<file path="src/rtl/cofd_pkg.sv">
// Package: operand sizes, instruction type codes, classes and reset values
// Assumes: instruction type codes arrive already predecoded from the opcode
`default_nettype none

package cofd_pkg;

	localparam int AW = 24;
	localparam int DW = 32;

	typedef logic [1:0] cofd_size_t;
	localparam cofd_size_t SZ_B = 2'h0;
	localparam cofd_size_t SZ_W = 2'h1;
	localparam cofd_size_t SZ_L = 2'h2;

	typedef logic [6:0] cofd_op_t;
	typedef enum logic [1:0] {STK_NONE, STK_PUSH, STK_POP} cofd_stack_e;
	typedef enum logic [3:0] {CL_XFER, CL_ARITH, CL_LOGIC, CL_SHIFT, CL_BIT,
		CL_BRANCH, CL_SYS, CL_BLOCK, CL_NONE} cofd_class_e;

	// Type codes, 65 in all
	localparam cofd_op_t OP_MOV       = 7'h00;
	localparam cofd_op_t OP_LDM       = 7'h01;
	localparam cofd_op_t OP_STM       = 7'h02;
	localparam cofd_op_t OP_PMV_FROM  = 7'h03;
	localparam cofd_op_t OP_PMV_TO    = 7'h04;
	localparam cofd_op_t OP_ARITH     = 7'h05;
	localparam cofd_op_t OP_ADD_CARRY = 7'h09;
	localparam cofd_op_t OP_SUB_CARRY = 7'h0a;
	localparam cofd_op_t OP_DADJ_ADD  = 7'h0b;
	localparam cofd_op_t OP_DADJ_SUB  = 7'h0c;
	localparam cofd_op_t OP_ADDS      = 7'h0f;
	localparam cofd_op_t OP_SUBS      = 7'h10;
	localparam cofd_op_t OP_MUL_U     = 7'h11;
	localparam cofd_op_t OP_DIV_S     = 7'h14;
	localparam cofd_op_t OP_ZERO_EXT  = 7'h15;
	localparam cofd_op_t OP_SIGN_EXT  = 7'h16;
	localparam cofd_op_t OP_TAS       = 7'h17;
	localparam cofd_op_t OP_LOGIC     = 7'h18;
	localparam cofd_op_t OP_SHIFT     = 7'h1c;
	localparam cofd_op_t OP_BIT_SET   = 7'h24;
	localparam cofd_op_t OP_BRANCH    = 7'h32;
	localparam cofd_op_t OP_SYS       = 7'h37;
	localparam cofd_op_t OP_BLOCK     = 7'h40;
	localparam cofd_op_t OP_LAST      = 7'h40;

	localparam logic       TRACE_RST    = 1'b0;
	localparam logic       INT_MASK_RST = 1'b1;
	localparam logic [2:0] EXR_MASK_RST = 3'h7;
	localparam logic [7:0] BCD_MAX      = 8'h99;
	localparam logic [3:0] BCD_DIGIT    = 4'h9;
	localparam logic [7:0] ADJ_LO       = 8'h06;
	localparam logic [7:0] ADJ_HI       = 8'h60;
	localparam logic [AW-1:0] FETCH_STEP = 24'h000002;
	localparam logic [2:0] SP_INDEX     = 3'h7;

	function automatic logic [DW-1:0] size_mask(input cofd_size_t sz);
		unique case (sz)
			SZ_B: return 32'h000000ff;
			SZ_W: return 32'h0000ffff;
			default: return 32'hffffffff;
		endcase
	endfunction : size_mask

	function automatic logic [2:0] size_bytes(input cofd_size_t sz);
		unique case (sz)
			SZ_B: return 3'h1;
			SZ_W: return 3'h2;
			default: return 3'h4;
		endcase
	endfunction : size_bytes

	function automatic cofd_class_e op_class(input cofd_op_t op);
		if (op < OP_ARITH) return CL_XFER;
		else if (op < OP_LOGIC) return CL_ARITH;
		else if (op < OP_SHIFT) return CL_LOGIC;
		else if (op < OP_BIT_SET) return CL_SHIFT;
		else if (op < OP_BRANCH) return CL_BIT;
		else if (op < OP_SYS) return CL_BRANCH;
		else if (op < OP_BLOCK) return CL_SYS;
		else if (op == OP_BLOCK) return CL_BLOCK;
		else return CL_NONE;
	endfunction : op_class

endpackage : cofd_pkg

`default_nettype wire

</file>
<file path="src/rtl/cofd_align.sv">
// Address aligner: word, longword and fetch accesses start at an even address
// Assumes: purely combinational, used for data and fetch addresses
`timescale 1ns/100ps
`default_nettype none

module cofd_align #(
	parameter int AW = cofd_pkg::AW
) (
	input  wire logic [AW-1:0]          addr_in,
	input  wire cofd_pkg::cofd_size_t   size_in,
	input  wire logic                   fetch_in,
	output logic      [AW-1:0]          addr_out
);
	import cofd_pkg::*;

	// No fault is raised; the low bit is simply dropped
	always_comb begin
		addr_out = addr_in;
		if (fetch_in || size_in != SZ_B) begin
			addr_out[0] = 1'b0;
		end
	end

endmodule : cofd_align

`default_nettype wire

</file>
<file path="src/rtl/cofd_decode_top.sv">
// Operand format and instruction class unit: size legality, alignment,
// big-endian packing, shift, bit and decimal-adjust datapaths, stack forms.
// Assumes: one predecoded instruction per cycle; memory sits outside.
`timescale 1ns/100ps
`default_nettype none

module cofd_decode_top (
	input  wire logic                       clk_in,
	input  wire logic                       rst_b_in,
	input  wire logic [cofd_pkg::AW-1:0]    vector_pc_in,
	input  wire logic                       fetch_adv_in,
	input  wire logic                       op_valid_in,
	input  wire cofd_pkg::cofd_op_t         op_type_in,
	input  wire cofd_pkg::cofd_size_t       op_size_in,
	input  wire cofd_pkg::cofd_stack_e      stack_in,
	input  wire logic [3:0]                 src_sel_in,
	input  wire logic [2:0]                 bit_pos_in,
	input  wire logic [cofd_pkg::AW-1:0]    addr_in,
	input  wire logic                       carry_in,
	input  wire logic                       half_in,
	input  wire logic                       wr_en_in,
	input  wire logic [3:0]                 wr_sel_in,
	input  wire cofd_pkg::cofd_size_t       wr_size_in,
	input  wire logic [31:0]                wr_data_in,
	input  wire logic                       ctrl_wr_in,
	input  wire logic                       trace_in,
	input  wire logic                       int_mask_in,
	input  wire logic [2:0]                 ext_mask_in,
	output logic                            done_out,
	output logic                            legal_out,
	output logic                            undef_out,
	output cofd_pkg::cofd_class_e           class_out,
	output logic [cofd_pkg::AW-1:0]         addr_out,
	output logic [31:0]                     store_data_out,
	output logic [31:0]                     result_out,
	output logic                            carry_out,
	output logic                            zero_out,
	output logic [3:0]                      bcd_hi_out,
	output logic [3:0]                      bcd_lo_out,
	output logic [cofd_pkg::AW-1:0]         fetch_addr_out,
	output logic                            trace_out,
	output logic                            int_mask_out,
	output logic [2:0]                      ext_mask_out
);
	import cofd_pkg::*;

	typedef struct packed {
		logic              done;
		logic              legal;
		logic              undef;
		cofd_class_e       cls;
		logic [AW-1:0]     addr;
		logic [31:0]       store;
		logic [31:0]       result;
		logic              carry;
		logic              zero;
		logic [3:0]        bcd_hi;
		logic [3:0]        bcd_lo;
		logic [AW-1:0]     pc;
		logic [AW-1:0]     fetch;
		logic              trace;
		logic              int_mask;
		logic [2:0]        ext_mask;
	} cofd_out_s;

	cofd_out_s      out_r;
	cofd_out_s      out_nxt;
	logic [31:0]    rd_val;
	logic [31:0]    sp_val;
	logic [31:0]    sp_new;
	logic           sp_wr;
	logic [AW-1:0]  ea_pre;
	logic [AW-1:0]  ea_al;
	logic [AW-1:0]  pc_nxt;
	logic [AW-1:0]  pc_al;
	logic           accept;
	logic           periph;
	logic           stack_op;

	function automatic logic size_ok(input cofd_op_t op, input cofd_size_t sz);
		cofd_class_e c;
		c = op_class(op);
		if (c == CL_BRANCH || c == CL_SYS || c == CL_BLOCK) return 1'b1;
		if (sz > SZ_L) return 1'b0;
		if (op >= OP_MUL_U && op <= OP_DIV_S) return sz != SZ_L;
		if ((op >= OP_ADD_CARRY && op <= OP_DADJ_SUB) || op == OP_TAS) begin
			return sz == SZ_B;
		end
		if (c == CL_BIT || op == OP_PMV_FROM || op == OP_PMV_TO) return sz == SZ_B;
		if (op == OP_LDM || op == OP_STM || op == OP_ADDS || op == OP_SUBS) return sz == SZ_L;
		if (op == OP_ZERO_EXT || op == OP_SIGN_EXT) return sz != SZ_B;
		return 1'b1;
	endfunction : size_ok

	// Returns {carry, result}; kind bit 0 picks right, bits 2:1 the family
	function automatic logic [32:0] shift_op(input logic [31:0] d, input cofd_size_t sz,
		input logic [2:0] kind, input logic c);
		logic [31:0] m;
		logic [31:0] top;
		logic [31:0] dm;
		logic        msb;
		logic        fill;
		m = size_mask(sz);
		top = m ^ (m >> 1);
		dm = d & m;
		msb = |(dm & top);
		unique case (kind[2:1])
			2'h0: fill = kind[0] ? msb : 1'b0;
			2'h1: fill = 1'b0;
			2'h2: fill = kind[0] ? d[0] : msb;
			default: fill = c;
		endcase
		if (!kind[0]) return {msb, ((dm << 1) | {31'h0, fill}) & m};
		else return {d[0], (dm >> 1) | (fill ? top : 32'h0)};
	endfunction : shift_op

	// Returns {carry, zero, byte}; odd codes from five up use the inverted bit
	function automatic logic [9:0] bit_op(input logic [7:0] d, input logic [3:0] k,
		input logic [2:0] pos, input logic c);
		logic [7:0] m;
		logic       bi;
		logic       inv;
		logic [7:0] r;
		logic       co;
		logic       z;
		m = 8'h01 << pos;
		inv = k[0] && k >= 4'h5;
		bi = d[pos] ^ inv;
		r = d;
		co = c;
		z = 1'b0;
		unique case (k)
			4'h0: r = d | m;
			4'h1: r = d & ~m;
			4'h2: r = d ^ m;
			4'h3: z = ~d[pos];
			4'h4, 4'h5: co = bi;
			4'h6, 4'h7: r = (c ^ inv) ? (d | m) : (d & ~m);
			4'h8, 4'h9: co = c & bi;
			4'ha, 4'hb: co = c | bi;
			4'hc, 4'hd: co = c ^ bi;
			default: r = d;
		endcase
		return {co, z, r};
	endfunction : bit_op

	// Two packed digits corrected after a binary add or subtract
	function automatic logic [8:0] dec_adjust(input logic [7:0] d, input logic sub,
		input logic c, input logic h);
		logic [7:0] adj;
		logic       co;
		adj = 8'h00;
		co = c;
		if (sub) begin
			if (c) adj = adj | ADJ_HI;
			if (h) adj = adj | ADJ_LO;
			return {co, d - adj};
		end
		if (c || d > BCD_MAX) begin
			adj = adj | ADJ_HI;
			co = 1'b1;
		end
		if (h || d[3:0] > BCD_DIGIT) adj = adj | ADJ_LO;
		return {co, d + adj};
	endfunction : dec_adjust

	cofd_regfile u_regs (
		.clk_in         (clk_in),
		.rd_sel_in      (src_sel_in),
		.rd_size_in     (op_size_in),
		.rd_data_out    (rd_val),
		.wr_en_in       (wr_en_in),
		.wr_sel_in      (wr_sel_in),
		.wr_size_in     (wr_size_in),
		.wr_data_in     (wr_data_in),
		.sp_wr_en_in    (sp_wr),
		.sp_wr_data_in  (sp_new),
		.sp_out         (sp_val)
	);

	cofd_align #(.AW(AW)) u_data_align (
		.addr_in   (ea_pre),
		.size_in   (op_size_in),
		.fetch_in  (1'b0),
		.addr_out  (ea_al)
	);

	cofd_align #(.AW(AW)) u_fetch_align (
		.addr_in   (pc_nxt),
		.size_in   (SZ_W),
		.fetch_in  (1'b1),
		.addr_out  (pc_al)
	);

	// Decode, legality and stack forms
	always_comb begin
		logic [2:0] nb;
		nb = size_bytes(op_size_in);
		periph = op_type_in == OP_PMV_FROM || op_type_in == OP_PMV_TO;
		stack_op = op_type_in == OP_MOV && stack_in != STK_NONE;
		accept = op_valid_in && op_type_in <= OP_LAST && size_ok(op_type_in, op_size_in)
			&& !periph && !(stack_op && op_size_in == SZ_B);
		ea_pre = addr_in;
		sp_new = sp_val;
		sp_wr = 1'b0;
		if (accept && stack_op) begin
			sp_wr = 1'b1;
			if (stack_in == STK_PUSH) begin
				sp_new = sp_val - {29'h0, nb};
				ea_pre = sp_new[AW-1:0];
			end else begin
				sp_new = sp_val + {29'h0, nb};
				ea_pre = sp_val[AW-1:0];
			end
		end
		pc_nxt = fetch_adv_in ? out_r.pc + FETCH_STEP : out_r.pc;
	end

	// Output stage
	always_comb begin
		cofd_class_e cls;
		logic [32:0] sh;
		logic [9:0]  bo;
		logic [8:0]  da;
		cls = op_class(op_type_in);
		sh = shift_op(rd_val, op_size_in, 3'(op_type_in - OP_SHIFT), carry_in);
		bo = bit_op(rd_val[7:0], 4'(op_type_in - OP_BIT_SET), bit_pos_in, carry_in);
		da = dec_adjust(rd_val[7:0], op_type_in == OP_DADJ_SUB, carry_in, half_in);
		out_nxt = out_r;
		out_nxt.done = op_valid_in;
		out_nxt.legal = accept;
		out_nxt.undef = op_valid_in && !accept;
		out_nxt.cls = op_valid_in ? cls : CL_NONE;
		out_nxt.pc = pc_nxt;
		out_nxt.fetch = pc_al;
		if (accept) begin
			out_nxt.addr = ea_al;
			out_nxt.store = rd_val << (6'd32 - 6'({size_bytes(op_size_in), 3'h0}));
			out_nxt.bcd_hi = rd_val[7:4];
			out_nxt.bcd_lo = rd_val[3:0];
			out_nxt.zero = 1'b0;
			out_nxt.carry = carry_in;
			out_nxt.result = rd_val & size_mask(op_size_in);
			if (cls == CL_SHIFT) begin
				out_nxt.carry = sh[32];
				out_nxt.result = sh[31:0];
			end else if (cls == CL_BIT) begin
				out_nxt.carry = bo[9];
				out_nxt.zero = bo[8];
				out_nxt.result = {24'h0, bo[7:0]};
			end else if (op_type_in == OP_DADJ_ADD || op_type_in == OP_DADJ_SUB) begin
				out_nxt.carry = da[8];
				out_nxt.result = {24'h0, da[7:0]};
			end
		end
		if (ctrl_wr_in) begin
			out_nxt.trace = trace_in;
			out_nxt.int_mask = int_mask_in;
			out_nxt.ext_mask = ext_mask_in;
		end
		if (!rst_b_in) begin
			out_nxt = '0;
			out_nxt.cls = CL_NONE;
			out_nxt.pc = vector_pc_in;
			out_nxt.fetch = {vector_pc_in[AW-1:1], 1'b0};
			out_nxt.trace = TRACE_RST;
			out_nxt.int_mask = INT_MASK_RST;
			out_nxt.ext_mask = EXR_MASK_RST;
		end
	end

	always_ff @(posedge clk_in) begin
		out_r <= out_nxt;
	end

	assign done_out       = out_r.done;
	assign legal_out      = out_r.legal;
	assign undef_out      = out_r.undef;
	assign class_out      = out_r.cls;
	assign addr_out       = out_r.addr;
	assign store_data_out = out_r.store;
	assign result_out     = out_r.result;
	assign carry_out      = out_r.carry;
	assign zero_out       = out_r.zero;
	assign bcd_hi_out     = out_r.bcd_hi;
	assign bcd_lo_out     = out_r.bcd_lo;
	assign fetch_addr_out = out_r.fetch;
	assign trace_out      = out_r.trace;
	assign int_mask_out   = out_r.int_mask;
	assign ext_mask_out   = out_r.ext_mask;

	a_align_data_even: assert property (@(posedge clk_in) disable iff (!rst_b_in)
		op_valid_in && accept && op_size_in != SZ_B |=> !addr_out[0])
		else $error("word or longword address not even");

	a_align_fetch_even: assert property (@(posedge clk_in) disable iff (!rst_b_in)
		fetch_adv_in ##1 1'b1 |-> !fetch_addr_out[0] && fetch_addr_out[AW-1:1] == out_r.pc[AW-1:1])
		else $error("fetch address not even");

	a_periph_move_undef: assert property (@(posedge clk_in) disable iff (!rst_b_in)
		op_valid_in && periph |-> !sp_wr ##1 undef_out && !legal_out && done_out)
		else $error("peripheral move not refused");

	a_muldiv_size_chk: assert property (@(posedge clk_in) disable iff (!rst_b_in)
		op_valid_in && op_type_in >= OP_MUL_U && op_type_in <= OP_DIV_S
		|=> legal_out == ($past(op_size_in) == SZ_B || $past(op_size_in) == SZ_W))
		else $error("multiply or divide size check wrong");

	a_byte_only_ops: assert property (@(posedge clk_in) disable iff (!rst_b_in)
		op_valid_in && op_type_in >= OP_ADD_CARRY && op_type_in <= OP_DADJ_SUB && op_size_in != SZ_B
		|=> undef_out)
		else $error("byte only instruction accepted at wider size");

	a_reset_state_val: assert property (@(posedge clk_in) disable iff (!rst_b_in)
		$rose(rst_b_in) |-> trace_out == TRACE_RST && int_mask_out && ext_mask_out == EXR_MASK_RST
		&& out_r.pc == $past(vector_pc_in))
		else $error("reset values not loaded");

	a_bit_set_pos: assert property (@(posedge clk_in) disable iff (!rst_b_in)
		op_valid_in && op_type_in == OP_BIT_SET && op_size_in == SZ_B
		|=> result_out[$past(bit_pos_in)] && result_out[31:8] == 24'h0)
		else $error("bit set missed selected bit");

	a_push_sp_dec: assert property (@(posedge clk_in) disable iff (!rst_b_in)
		accept && stack_op && stack_in == STK_PUSH && !(wr_en_in && wr_sel_in[2:0] == SP_INDEX)
		|=> sp_val == $past(sp_val) - {29'h0, $past(size_bytes(op_size_in))}
		&& addr_out == sp_val[AW-1:0])
		else $error("push did not pre-decrement stack pointer");

	a_big_endian_word: assert property (@(posedge clk_in) disable iff (!rst_b_in)
		accept && op_size_in == SZ_W |=> store_data_out[31:16] == $past(rd_val[15:0]))
		else $error("word store not big-endian");

	a_bcd_digit_split: assert property (@(posedge clk_in) disable iff (!rst_b_in)
		accept |=> {bcd_hi_out, bcd_lo_out} == $past(rd_val[7:0]))
		else $error("decimal digits not split");

endmodule : cofd_decode_top

`default_nettype wire

</file>
<file path="src/rtl/cofd_regfile.sv">
// General register file: eight longwords viewed as bytes, words or longwords
// Assumes: one write port plus a dedicated stack pointer port that wins on reg 7
`timescale 1ns/100ps
`default_nettype none

module cofd_regfile (
	input  wire logic                   clk_in,
	input  wire logic [3:0]             rd_sel_in,
	input  wire cofd_pkg::cofd_size_t   rd_size_in,
	output logic      [31:0]            rd_data_out,
	input  wire logic                   wr_en_in,
	input  wire logic [3:0]             wr_sel_in,
	input  wire cofd_pkg::cofd_size_t   wr_size_in,
	input  wire logic [31:0]            wr_data_in,
	input  wire logic                   sp_wr_en_in,
	input  wire logic [31:0]            sp_wr_data_in,
	output logic      [31:0]            sp_out
);
	import cofd_pkg::*;

	// Not reset: contents are undefined until software writes them
	logic [31:0] regs [8];
	logic [31:0] wr_word_nxt;

	// Byte sel[3]=1 is the low half; word sel[3]=1 is the extended upper word
	always_comb begin
		logic [31:0] cur;
		cur = regs[rd_sel_in[2:0]];
		unique case (rd_size_in)
			SZ_B: rd_data_out = {24'h0, rd_sel_in[3] ? cur[7:0] : cur[15:8]};
			SZ_W: rd_data_out = {16'h0, rd_sel_in[3] ? cur[31:16] : cur[15:0]};
			default: rd_data_out = cur;
		endcase
		sp_out = regs[SP_INDEX];
	end

	always_comb begin
		logic [31:0] old;
		old = regs[wr_sel_in[2:0]];
		wr_word_nxt = old;
		unique case (wr_size_in)
			SZ_B: begin
				if (wr_sel_in[3]) wr_word_nxt[7:0] = wr_data_in[7:0];
				else wr_word_nxt[15:8] = wr_data_in[7:0];
			end
			SZ_W: begin
				if (wr_sel_in[3]) wr_word_nxt[31:16] = wr_data_in[15:0];
				else wr_word_nxt[15:0] = wr_data_in[15:0];
			end
			default: wr_word_nxt = wr_data_in;
		endcase
	end

	always_ff @(posedge clk_in) begin
		if (wr_en_in && !(sp_wr_en_in && wr_sel_in[2:0] == SP_INDEX)) begin
			regs[wr_sel_in[2:0]] <= wr_word_nxt;
		end
		if (sp_wr_en_in) begin
			regs[SP_INDEX] <= sp_wr_data_in;
		end
	end

endmodule : cofd_regfile

`default_nettype wire

</file>
<file path="config.mk">
export PLATFORM = sky130hd
export DESIGN_NAME = cofd_decode_top
export DESIGN_NICKNAME = d
export VERILOG_FILES = /design/src/rtl/cofd_pkg.sv /design/src/rtl/cofd_align.sv /design/src/rtl/cofd_decode_top.sv /design/src/rtl/cofd_regfile.sv
export SDC_FILE = /design/constraint.sdc
export NUM_CORES = 1
export LEC_CHECK = 0
export ABC_CLOCK_PERIOD_IN_PS = 9100
export BUFFER_PORTS_ARGS = -buffer_cell sky130_fd_sc_hd__buf_4
export CAP_MARGIN = 25
export CELL_PAD_IN_SITES_DETAIL_PLACEMENT = 1
export CELL_PAD_IN_SITES_GLOBAL_PLACEMENT = 1
export CORE_AREA = 2 2 212 214
export DETAILED_ROUTE_END_ITERATION = 6
export DIE_AREA = 0 0 214 216
export GPL_TIMING_DRIVEN = 0
export PLACE_DENSITY_LB_ADDON = 0.2
export SYNTH_ARGS = -nofsm -noshare
export SYNTH_HDL_FRONTEND = slang
export SYNTH_SLANG_ARGS = --single-unit
</file>
<file path="constraint.sdc">
create_clock -name clk_in -period 9.1 [get_ports clk_in]
set_input_delay 1.82 -clock clk_in [delete_from_list [all_inputs] [get_ports clk_in]]
set_output_delay 1.82 -clock clk_in [all_outputs]
set_load 0.005 [all_outputs]
</file>
# Yosys cells after proc, flatten, opt, wreduce, memory -nomap -nowiden
# Memories as Yosys holds them, arrays and structs flattened.
# Index checks and enable logic that the tools add are counted.
[totals] in_bits=117 rom_bits=0 output_inout_bits=134 mem_bits_rw=256 latch_bits=0 n_memories=1 regBits=158
[op_classes] n_eq_ne=45 muxes=106 bitwise_logic=17 shift=2 div_mod_pow=0 n_addsub=8 multipliers=0 magnitude_cmp=17 reduce_logical=47
[memory_table] name="u_regs.regs" depth=8 word_bits=32 read_ports=2 rd_ports_with_merged_regs=0 wr=2 line="cofd_regfile.sv:22" text="logic [31:0] regs [8];"
[ops] operator="2-to-1 mux 33 bit" count=4
[ops] operator="AND 32 bit" count=4
[ops] operator="2-to-1 mux 32 bit" count=4
[ops] operator="one-hot mux 32 bit (2 select lines)" count=2
[ops] operator="2-to-1 mux 24 bit" count=3
[ops] operator="one-hot mux 16 bit (2 select lines)" count=2
[ops] operator="2-to-1 mux 1 bit" count=59
[ops] operator="2-to-1 mux 8 bit" count=7
[ops] operator="2-to-1 mux 53 bit" count=1
[ops] operator="2-to-1 mux 16 bit" count=3
[ops] operator="adder 32 x 3 -> 32 bit" count=1
[ops] operator="equality test 4 x 3 -> 1 bit (second input constant)" count=8
[ops] operator="2-to-1 mux 4 bit" count=8
[ops] operator="OR 31 x 32 -> 32 bit" count=1
[ops] operator="OR 32 x 1 -> 32 bit" count=1
[ops] operator="one-hot mux 8 bit (4 select lines)" count=1
[ops] operator="OR reduction 32 bit" count=1
[ops] operator="<< shifter 32 x 6 -> 32 bit" count=1
[ops] operator="subtractor 32 x 3 -> 32 bit" count=1
[ops] operator="bitwise XOR 32 x 31 -> 32 bit" count=1
[ops] operator="equality test 7 x 5 -> 1 bit (second input constant)" count=4
[ops] operator="adder 24 x 2 -> 24 bit (second input constant)" count=1
[ops] operator="equality test 4 bit (second input constant)" count=6
[ops] operator="equality test 7 x 4 -> 1 bit (second input constant)" count=3
[ops] operator="58 further kinds" count=115

# Longest topological paths before layout
# Gate-level depths: netlist of run 1.
[logic_depth] word_depth=52 depth_mapped=27 mapped_depth_nobuf=22

# Hierarchy
# A second synthesis of run 1 with hierarchy kept.
[unflattened] cells_unflattened=2172 area_unflattened_um2=22969.5
[by_module_without_submodules] module="cofd_decode_top" n_inst=1 cells_each=1541 area_per_inst_um2=11616.1
[by_module_without_submodules] module="cofd_regfile" n_inst=1 cells_each=583 area_per_inst_um2=10978.0
[by_module_without_submodules] module="cofd_align" n_inst=2 cells_each=24 area_per_inst_um2=187.7

# Least setup slack after synthesis of run 1
# Ideal clock, no wire load.
[synth_timing] path_type="input-to-reg" start="in op_size_in[0]" end="reg out_r (netlist bit result_out[6])" slack_ns=2.167 required_ns=9.024 setup_ns=0.076 n_path_buf=5 cell_stages=25 arrival_ns=6.857 path_cell_list="clkbuf_1 nor2_1 inv_1 clkbuf_1 buf_1 clkbuf_1 ha_1 clkbuf_1 inv_1 o21ai_0 o211ai_1 o211ai_1 inv_1 a21oi_1 a211o_1 a21oi_1 ha_1 nand2_1 o21ai_0 ha_1 o21a_1 o21ai_0 or3b_2 a311o_1 a21boi_0"
[synth_lines] item="from (decl)" line="cofd_decode_top.sv:14" text="input wire cofd_pkg::cofd_size_t op_size_in,"
[synth_lines] item="equality test 2 x 1 -> 1 bit / zero test 2 bit (equally long branches)" line="cofd_regfile.sv:29" text="unique case (rd_size_in)"
[synth_lines] item="one-hot mux 32 bit (2 select lines) (*)" line="cofd_regfile.sv:29"
[synth_lines] item="via rd_val[3]" line="cofd_decode_top.sv:68" text="logic [31:0] rd_val;"
[synth_lines] item="> comparator 8 bit, or another cell as far along" line="cofd_decode_top.sv:159" text="if (c || d > BCD_MAX) begin"
[synth_lines] item="logical OR 1 bit, or another cell as far along" line="cofd_decode_top.sv:159"
[synth_lines] item="2-to-1 mux 7 bit, or another cell as far along" line="cofd_decode_top.sv:159"
[synth_lines] item="2-to-1 mux 8 bit, or another cell as far along" line="cofd_decode_top.sv:159"
[synth_lines] item="adder 8 bit / one-hot mux 1 bit (3 select lines) (equally long branches)" line="cofd_decode_top.sv:164, cofd_decode_top.sv:107"
[synth_lines] item="2-to-1 mux 9 bit / 2-to-1 mux 32 bit (equally long branches)" line="cofd_decode_top.sv:159, cofd_decode_top.sv:114"
[synth_lines] item="2-to-1 mux 33 bit / OR 31 x 32 -> 32 bit (equally long branches)" line="cofd_decode_top.sv:251, cofd_decode_top.sv:114"
[synth_lines] item="2-to-1 mux 33 bit (on tied branches)" line="cofd_decode_top.sv:247, cofd_decode_top.sv:113"
[synth_lines] item="2-to-1 mux 33 bit (*)" line="cofd_decode_top.sv:244" text="if (cls == CL_SHIFT) begin"
[synth_lines] item="to (signal assigned)" line="cofd_decode_top.sv:273" text="out_r <= out_nxt;"
[synth_lines] item="to (decl)" line="cofd_decode_top.sv:66" text="cofd_out_s out_r;"
# Mark *: on every way through the listed nets, which the timed path passes. The rest lies on a longest branch. The select of a mux whose other input is x is not followed.
# A chain may end at the register's enable or synchronous reset.

# Worst setup path after layout of run 1
[layout_timing] start="in op_size_in[0]" end="reg out_r (netlist bit result_out[7])"
# The elaborated chain is that of the path after synthesis.

==> results of run 1 <==
[cell usage after synthesis, types with 41 or more instances]
cell / n / area [µm²]
edfxtp_1: 279 / 8380
nor2_1: 204 / 766
nand2_1: 130 / 488
a21oi_1: 122 / 611
dfxtp_1: 110 / 2200
o21ai_0: 90 / 450
clkbuf_1: 86 / 323
mux2i_1: 61 / 611
nor2b_1: 46 / 288
inv_1: 45 / 169
mux4_2: 44 / 991
nand3_1: 43 / 215
xnor2_1: 43 / 377
ha_1: 41 / 513
[flip-flops by register name (all words and copies together) (netlist names), 3 cells and up]
register and cells:
fetch_addr_out 23, bcd_hi_out 4, ext_mask_out 3, bcd_lo_out 4
result_out 32, store_data_out 32, addr_out 24, u_regs.regs 256
class_out 4
[cell usage in the layout (no fill, tap or decap), drive strengths merged, types with 7 or more instances in the layout]
| cell | synthesis | final |
|---|---|---|
| xnor2 | 43 | 43 |
| or2 | 9 | 9 |
| mux2i | 61 | 61 |
| a211oi | 27 | 27 |
| nand2b | 29 | 29 |
| a21oi | 122 | 122 |
| mux4 | 45 | 45 |
| nand2 | 130 | 130 |
| clkbuf | 89 | 142 |
| or4 | 7 | 7 |
| o211a | 23 | 23 |
| dfxtp | 110 | 110 |
| ha | 41 | 41 |
| clkinv | 1 | 17 |
| o31ai | 9 | 9 |
| a22oi | 25 | 25 |
| o22ai | 27 | 27 |
| o21a | 8 | 8 |
| and3 | 13 | 13 |
| nor3 | 28 | 28 |
| nor2b | 47 | 47 |
| or3 | 11 | 11 |
| a32oi | 9 | 9 |
| nand3 | 43 | 43 |
| nand4 | 9 | 9 |
| o211ai | 15 | 15 |
| o21ai | 91 | 91 |
| a31oi | 22 | 22 |
| a22o | 22 | 22 |
| nor2 | 205 | 205 |
| buf | 40 | 307 |
| mux2 | 38 | 38 |
| xor2 | 38 | 38 |
| edfxtp | 279 | 279 |
| inv | 45 | 47 |
| and2 | 14 | 14 |
[worst max-delay path by stage]
stage / start / end / slack (ns)
finish: op_size_in[0] / result_out[7] / 0.32
global route: op_size_in[0] / result_out[7] / 0.02
CTS: op_size_in[0] / result_out[7] / 0.25
detailed placement: op_size_in[0] / result_out[7] / -0.29
global placement: op_size_in[0] / result_out[7] / -0.57
floorplan: op_size_in[0] / result_out[6] / 2.17
[power by group]
part	leakage (nW)	switching, mW	internal, mW
Clock	0.651	0.734	0.950
Sequential	3.44	0.0521	1.98
Combinational	5.24	0.478	0.296
[area by class of cell]
| type | count | area share (%) |
|---|---|---|
| clock buffer | 53 | 4.64 |
| sequential | 389 | 42.9 |
| timing repair buffer | 267 | 8.30 |
| clock inverter | 23 | 0.725 |
| tap | 592 | 3.00 |
| buffer | 130 | 2.57 |
| inverter | 46 | 0.700 |
| multi-input combinational | 1302 | 37.2 |
[layer usage]
metal / vias up / share of wire, %
met2: 826 / 50
li1: 7578 / -
met4: 2 / 5.0
met5: - / 0.017
met1: 8594 / 38
met3: 216 / 7.0
[through the flow]
stage | std cells | hold WS [ns] | area [µm²] | util (%)
3_5_place_dp | 2723 | 0.458 | 23300 | 53.2
2_1_floorplan | 1867 | 0.449 | 20500 | -
3_3_place_gp | 2703 | 0.443 | 23100 | 52.7
6_report | 2802 | 0.461 | 24700 | 56.3
5_1_grt | 2802 | 0.491 | 24700 | 56.3
4_1_cts | 2799 | 0.467 | 24600 | 56.2
[worst max-delay path: stages]
cell	delay [ns]
clkbuf_1	0.50
nor2_1	0.22
inv_1	0.25
clkbuf_1	0.51
buf_1	0.46
clkbuf_1	0.47
ha_1	0.24
clkbuf_1	0.35
inv_1	0.21
o21ai_0	0.20
buf_2	0.28
o211ai_1	0.26
nand3_2	0.38
inv_1	0.32
a21oi_1	0.34
a211o_1	0.17
a21oi_1	0.10
ha_1	0.32
nand2_1	0.06
o21ai_0	0.10
ha_1	0.35
nand2_1	0.07
a21oi_1	0.25
nor3_1	0.09
o31ai_1	0.35
xnor2_1	0.11
o211a_1	0.24
o31ai_1	0.22
[logic make-up after synthesis]
kind of cell               after synthesis  synth area share, %
and+or+nand+nor                        574                 13.4
AOI/OAI and AO/OA                      459                 14.9
DFF                                    389                 51.6
buffers and inverters                  176                 3.93
muxes                                  144                 10.0
xor gates and xnor gates                81                 3.46
adders and majority gates               43                 2.70
other                                    1               0.0183
[timing repair]
action,in CTS,in global routing
resized for setup,0,1
hold endpoints to repair,0,0
endpoints found under the setup margin,0,2
==> run_results.csv, run 1 <==
group,metric,value,unit
drt,vias,17216,
logic_synthesis,ys_seq_area_share,51.6,%
place,hpwlAfterDp,58600,µm
global_route,grt_util_met1,39.7,%
logic_synthesis,yosys_most_used_dff,"edfxtp_1",
timing,fin_tns_setup,0,ns
setup_path,r2r-end,"result_out[7]",
logic_synthesis,synthesis.area,0.0205,mm²
setup_path,start_kind,"input pin",
timing,fmax,0.114,GHz
power,p_leak,9.33,nW
outcome,outcome,"finished clean",
final_layout,diodes,0,
final_layout,multi_input_area,0.00917,mm²
logic_synthesis,ys_warn_count,0,
place,place_ws,-0.287,ns
worst_hold_path,holdPathEnd,"result_out[2]",
setup_path,end_kind,"register",
timing,finalHoldViolCount,0,
timing,setup_violations,0,
clock_tree,clock_latency,0.58,ns
drt,totalWireLength,76900,µm
global_route,first_global_vias,17693,
floorplanning,core,0.0438,mm²
timing,setup_slack,0.317,ns
final_layout,fillers,4772,
global_route,grt_util_met3,6.09,%
timing,min_period_over_period,96.5,%
timing,final.min_clock_period,8.78,ns
setup_path,worstPathRequired,9.58,ns
global_route,grt.overflow.total,0,
clock_tree,clk_pin_slew_worst_paths,0.06,ns
global_route,grt.total_usage,32.8,%
global_route,grt_use_met2,56.8,%
power,p_per_area,182,mW/mm²
clock_tree,postCtsHoldBufs,0,
clock_tree,postCtsSetupBuffers,0,
setup_path,critPathArrivalTime,9.27,ns
drt,wl_per_cell,27.5,µm
floorplanning,fp.dieH,216,µm
final_layout,drive_gt1_share,22.1,%
logic_synthesis,synth_edf_count,279,
logic_synthesis,synthCells,1867,
floorplanning,io_pins,251,
timing,final_max_slew_viol_count,0,
clock_tree,cts_buffers,42,
power,finalPower,4.49,mW
timing,finClkSkew,0.0224,ns
place,io_buffers,244,
final_layout,syn_to_final_growth,20.2,%
floorplanning,fp-row-count,77,
timing,rsz0062_at_grt,"false",
global_route,antenna_found_initial,1,
logic_synthesis,syn-num-nets,2027,
drt,drtIter0Drc,1467,
logic_synthesis,synth.avg_cell_area,11.0,µm²
global_route,grt_max_degree,17,
logic_synthesis,async_flop_share,0,%
floorplanning,start_util,46.8,%
drt,firstDrtPassIters,7,
power,peakVddDrop,0.181,mV
clock_tree,htree_levels,2,
setup_path,worstSetupPathType,"input pin to register",
clock_tree,cts_tree,"built",
timing,worst_slew_pin_slew,1.09,ns
clock_tree,cts_num_sinks,389,
worst_hold_path,hold_path_startpoint,"result_out[2]",
drt,post-route-drc-count,0,
setup_path,r2r-start,"u_regs.regs[7][17]",
clock_tree,cts-root-buf,"clkbuf_16",
final_layout,layout.area.seq,0.0106,mm²
final_layout,nNetsFinal,2338,
setup_path,crit_fanout,11,
drt,viasPerCell,6.14,
setup_path,r2r_cells,21,
place,gp_congestion,0.947,
timing,slew_headroom,25.4,%
worst_hold_path,hold_depth,2,
global_route,grt_most_used_layer,"met2",
logic_synthesis,yosysUniqueCellTypes,89,
logic_synthesis,synth-seq-cells,389,
floorplanning,die-area,0.0462,mm²
drt,postRouteAntennaNets,0,
floorplanning,die_w,214,µm
flow_run,maxCapViolations,0,
setup_path,r2r_slack,2.92,ns
worst_hold_path,min_path_type,"register to register",
clock_tree,cts.path.max_buffers,3,
global_route,grt_pass1_wl,114000,µm
No activity file was read; power rests on OpenSTA's default activity.
==> run 2: changes to the inputs <==
CORE_AREA = 2 2 239 241   (was 2 2 212 214)
DIE_AREA = 0 0 241 243   (was 0 0 214 216)
==> run 2 against run 1 <==
Compared with the run above:
- clock-buffer cell count increased by 3
- die area is 27% higher
- power rose by 5.2%
- sequential share of layout area down 0.76 points
- cell count up 6.0%
- flip-flop and latch count unchanged
- via count is 1.7% lower
- critical path depth is the same
- design area rose by 1.8%
- register-to-register slack improved by 0.36 ns
- non-clock buffer count decreased by 1
- critical path type unchanged
==> run_results.csv, run 2 (synthesis results as in run 1) <==
group,metric,value,unit
place,io_buffers,244,
power,peakVddDrop,0.155,mV
global_route,grt.overflow.total,0,
clock_tree,clk_pin_slew_worst_paths,0.06,ns
power,p_leak,9.43,nW
power,p_int,3.44,mW
setup_path,setup.worst_path.start,"op_size_in[0]",
clock_tree,postCtsSetupBuffers,0,
timing,setup_slack,0.498,ns
timing,slew_headroom,23.2,%
clock_tree,cts_buffers,44,
floorplanning,fp.dieH,243,µm
final_layout,nNetsFinal,2339,
final_layout,mostFrequentLayoutCell,"edfxtp_1",
final_layout,largest_register,"u_regs.regs",
outcome,outcome,"finished clean",
drt,firstDrtPassIters,7,
drt,wl_per_cell,26.4,µm
place,gp_congestion,0.930,
timing,rsz0062_at_grt,"false",
drt,viasPerCell,5.70,
power,p_per_area,188,mW/mm²
timing,fin_hold_ws,0.456,ns
setup_path,crit_fanout,11,
setup_path,worstPathRequired,9.59,ns
final_layout,drive_gt1_share,22.3,%
power,sw_frac_of_total,27.3,%
final_layout,largest_register_ffs,256,
place,dp.cells,2886,
setup_path,start_kind,"input pin",
floorplanning,io_pins,251,
final_layout,fin_cells,2971,
global_route,grt.total_usage,26.6,%
final_layout,utilization,44.9,%
clock_tree,htree_levels,2,
power,seqPwrFrac,43.0,%
final_layout,diodes,0,
power,power.switching,1.29,mW
timing,min_period_over_period,94.5,%
setup_path,crit_top_cell,"clkbuf_1",
worst_hold_path,min_path_type,"register to register",
setup_path,critPathSlowestCell,"clkbuf_1",
floorplanning,core,0.0560,mm²
timing,setup_violations,0,
timing,fmax,0.116,GHz
setup_path,end_kind,"register",
setup_path,cpPeakStageDelay,0.54,ns
setup_path,critPathArrivalTime,9.09,ns
timing,worst_slew_pin_slew,1.12,ns
clock_tree,cts_tree,"built",
global_route,grt_max_degree,17,
worst_hold_path,hold_path_startpoint,"store_data_out[19]",
floorplanning,die_w,241,µm
global_route,antenna_found_initial,1,
clock_tree,cts_num_sinks,389,
place,place_ws,-0.627,ns
global_route,first_global_vias,17668,
flow_run,maxCapViolations,0,
clock_tree,postCtsHoldBufs,0,
drt,drtIter0Drc,1402,
clock_tree,clock_latency,0.59,ns
clock_tree,cts-root-buf,"clkbuf_16",
timing,final_max_slew_viol_count,0,
timing,final.min_clock_period,8.60,ns
final_layout,layout_common_cells,"edfxtp_1 (279), buf_4 (261), nor2_1 (198)",
clock_tree,cts.path.max_buffers,3,
floorplanning,fp-row-count,87,
floorplanning,start_util,36.7,%
drt,totalWireLength,78300,µm
final_layout,syn_to_final_growth,22.4,%
power,combPwrFrac,16.4,%
timing,finClkSkew,0.0223,ns
setup_path,worstSetupPathType,"input pin to register",
floorplanning,die-area,0.0586,mm²
drt,vias,16925,
global_route,grt_pass1_wl,115000,µm
power,p_clk_share,40.6,%
timing,finalHoldViolCount,0,
setup_path,r2r-start,"u_regs.regs[7][17]",
place,hpwlAfterDp,60300,µm
drt,postRouteAntennaNets,0,
drt,post-route-drc-count,0,
## run 2: cell count changes in the layout (fill, tap and decap cells not counted), moves of 2 or more
cell	delta
clkinvlp_2	+2
clkbuf_16	+3
clkinv_1	+2
clkinv_2	-5
clkbuf_1	-2
bufinv_16	+5
buf_2	-3
buf_6	+2
## run 2: power by group through the flow
stage	clock [mW]	combinational [mW]	sequential, mW
final	1.92	0.775	2.03
after floorplan	0	0.415	2.06
after global placement	0	0.739	2.07
after CTS	1.95	0.771	2.03
after global routing	2.01	0.833	2.04
after detailed placement	0	0.766	2.07
## run 2: final timing paths
| kind | end | slack (ns) | cells past startpoint |
|---|---|---|---|
| worst max-delay path | result_out[7] | 0.50 | 28 |
| worst max register to register | result_out[7] | 3.28 | 21 |
| worst min register to register | store_data_out[19] | 0.46 | 2 |
| worst min-delay path | store_data_out[19] | 0.46 | 2 |
## run 2: critical path: cells and delay by family
| kind | cells | cell delay (ns) |
|---|---|---|
| buf+inv | 9 | 3.39 |
| compound gates | 9 | 2.13 |
| fa+ha+maj | 3 | 0.83 |
| simple gates | 6 | 0.76 |
| xor+xnor | 1 | 0.13 |
## run 2: what timing repair did
action                                  4_1_cts  5_1_grt
gates resized for setup                       1        2
endpoints found under the setup margin        2        2
pin swaps                                     0        0
hold endpoints to repair                      0        0
## run 2: final cells by class
| type | count | area [µm²] |
|---|---|---|
| plain buffers | 130 | 636 |
| clock buffers | 56 | 1230 |
| clock inverters | 26 | 314 |
| fillers | 6153 | 30800 |
| inverters | 46 | 173 |
| multi-input cells | 1302 | 9170 |
| flip-flops and latches | 389 | 10600 |
| well taps | 756 | 946 |
| repair buffers | 266 | 2070 |
## run 2: routing by layer
layer	vias up	wire length (µm)	global-route usage [%]
met1	8637	31600	33.4
met2	564	39800	46.5
met3	132	4210	3.50
met4	0	2820	9.53
met5	-	0	0
li1	7592	-	-
## run 2: metrics by stage
stage	power [mW]	instance area, µm²	setup TNS [ns]
floorplan	2.47	20500	0
global placement	2.81	23300	-1.36
detailed placement	2.84	23500	-1.52
CTS	4.75	25100	0
global route	4.88	25100	0
finish	4.73	25100	0
==> run 3: changes to the inputs <==
CELL_PAD_IN_SITES_DETAIL_PLACEMENT = not set   (was 1)
CELL_PAD_IN_SITES_GLOBAL_PLACEMENT = not set   (was 1)
CORE_AREA = 2 2 230 232   (was 2 2 239 241)
DIE_AREA = 0 0 232 234   (was 0 0 241 243)
==> run 3 against run 2 <==
Compared with the run above:
- critical path depth is 1 lower
- clock skew is 0.028 ns higher
- power is 0.42% lower
- global-route usage is 0.51 points lower
- clock-buffer cell count is 4 lower
- wire length is 8.1% lower
- combinational power is 1% lower
- largest cell class unchanged
- largest power group unchanged
- highest routed layer unchanged
==> run_results.csv, run 3 (synthesis results as in run 1) <==
group,metric,value,unit
timing,setup_slack,0.589,ns
setup_path,worstSetupPathType,"input pin to register",
clock_tree,cts_resized,0,
worst_hold_path,min_path_type,"register to register",
setup_path,worstPathRequired,9.61,ns
clock_tree,cts-root-buf,"clkbuf_16",
power,peakVddDrop,0.166,mV
timing,finClkSkew,0.0501,ns
timing,fin_hold_ws,0.459,ns
final_layout,largest_register_ffs,256,
floorplanning,io_pins,251,
clock_tree,postCtsSetupBuffers,0,
timing,final.min_clock_period,8.51,ns
clock_tree,clk_pin_slew_worst_paths,0.06,ns
global_route,grt.total_usage,26.1,%
global_route,grt_pass1_wl,105000,µm
final_layout,largest_register,"u_regs.regs",
final_layout,mostFrequentLayoutCell,"edfxtp_1",
place,gp_congestion,0.934,
setup_path,critical-path-top-delay-family,"buffers and inverters",
place,hpwlAfterDp,55400,µm
timing,slew_headroom,27.0,%
timing,setup_violations,0,
drt,firstDrtPassIters,6,
floorplanning,fp-row-count,84,
global_route,first_global_vias,16056,
clock_tree,cts_buffers,44,
flow_run,maxCapViolations,0,
power,p_per_area,188,mW/mm²
outcome,outcome,"finished clean",
global_route,grt_max_degree,17,
clock_tree,htree_levels,2,
final_layout,nNetsFinal,2338,
floorplanning,die-area,0.0543,mm²
setup_path,path_buf_inv,8,
floorplanning,core,0.0520,mm²
clock_tree,cts_tree,"built",
drt,vias,16692,
clock_tree,cts.path.max_buffers,3,
clock_tree,postCtsHoldBufs,0,
global_route,antenna_found_initial,1,
final_layout,layout_common_cells,"edfxtp_1 (279), buf_4 (261), nor2_1 (198)",
timing,worst_slew_pin_slew,1.06,ns
drt,post-route-drc-count,0,
floorplanning,die_w,232,µm
place,place_ws,-0.410,ns
timing,final_max_slew_viol_count,0,
setup_path,critPathSlowestCell,"clkbuf_1",
timing,fmax,0.117,GHz
drt,viasPerCell,5.75,
floorplanning,start_util,39.4,%
place,io_buffers,244,
drt,totalWireLength,72000,µm
timing,rsz0062_at_grt,"false",
setup_path,cpPeakStageDelay,0.52,ns
setup_path,start_kind,"input pin",
drt,postRouteAntennaNets,0,
final_layout,syn_to_final_growth,22.0,%
drt,wl_per_cell,24.8,µm
floorplanning,fp.dieH,234,µm
drt,drtIter0Drc,1557,
timing,min_period_over_period,93.5,%
setup_path,end_kind,"register",
setup_path,crit_fanout,12,
global_route,grt.overflow.total,0,
clock_tree,cts_num_sinks,389,
timing,finalHoldViolCount,0,
power,p_leak,9.42,nW
setup_path,critPathArrivalTime,9.02,ns
clock_tree,clock_latency,0.61,ns
final_layout,drive_gt1_share,22.2,%
[run 3: worst reg2reg max path, cell delays in order (launching register included)]
cell      delay, ns
edfxtp_1       0.37
clkbuf_1       0.30
mux4_2         0.55
o21ai_0        0.35
buf_4          0.25
o221ai_1       0.34
buf_4          0.29
inv_1          0.35
a21oi_1        0.20
a211o_1        0.32
a21oi_1        0.22
ha_1           0.27
nand2_1        0.05
o21ai_0        0.09
ha_1           0.34
nand2_1        0.06
a21oi_1        0.23
nor3_1         0.09
o31ai_1        0.34
xnor2_1        0.12
o211a_1        0.23
o31ai_1        0.21
[run 3: path summary, 6_finish.rpt]
check	cells past startpoint	to	from	slack (ns)
setup / recovery	27	result_out[7]	op_size_in[0]	0.59
hold / removal	2	store_data_out[22]	store_data_out[22]	0.46
setup reg to reg	21	result_out[7]	u_regs.regs[7][17]	3.44
hold reg to reg	2	store_data_out[22]	store_data_out[22]	0.46
[run 3: routing by layer]
| metal | track usage [%] | share of wire (%) | routed length (µm) |
|---|---|---|---|
| met4 | 11.6 | 4.5 | 3240 |
| met3 | 3.87 | 6.4 | 4620 |
| met1 | 33.0 | 40 | 28600 |
| met5 | 0 | 0 | 0 |
| met2 | 44.4 | 49 | 35500 |
[run 3: final cells by class]
| type | count | area, µm² |
|---|---|---|
| Multi-Input combinational cell | 1302 | 9170 |
| Clock buffer | 52 | 1150 |
| Sequential cell | 389 | 10600 |
| Tap cell | 688 | 861 |
| Timing Repair Buffer | 266 | 2070 |
| Fill cell | 4820 | 27000 |
| Buffer | 129 | 632 |
| Inverter | 46 | 173 |
| Clock inverter | 30 | 402 |
| Antenna cell | 1 | 2.50 |
[run 3: per-stage QoR]
stage                     cell area (µm²)  TNS (ns)  util (%)  total power, mW  std cells
after floorplan                     20500         0         -             2.47       1867
after global placement              23200     -2.00      44.6             2.80       2799
after detailed placement            23500    -0.801      45.1             2.82       2818
after CTS                           25000         0      48.1             4.72       2900
after global routing                25000         0      48.1             4.86       2903
final                               25000         0      48.1             4.71       2903
[run 3: report_power, final]
group	switching (mW)	internal (mW)	total [mW]
Combinational	0.469	0.297	0.766
Sequential	0.0466	1.98	2.03
Clock	0.790	1.12	1.91
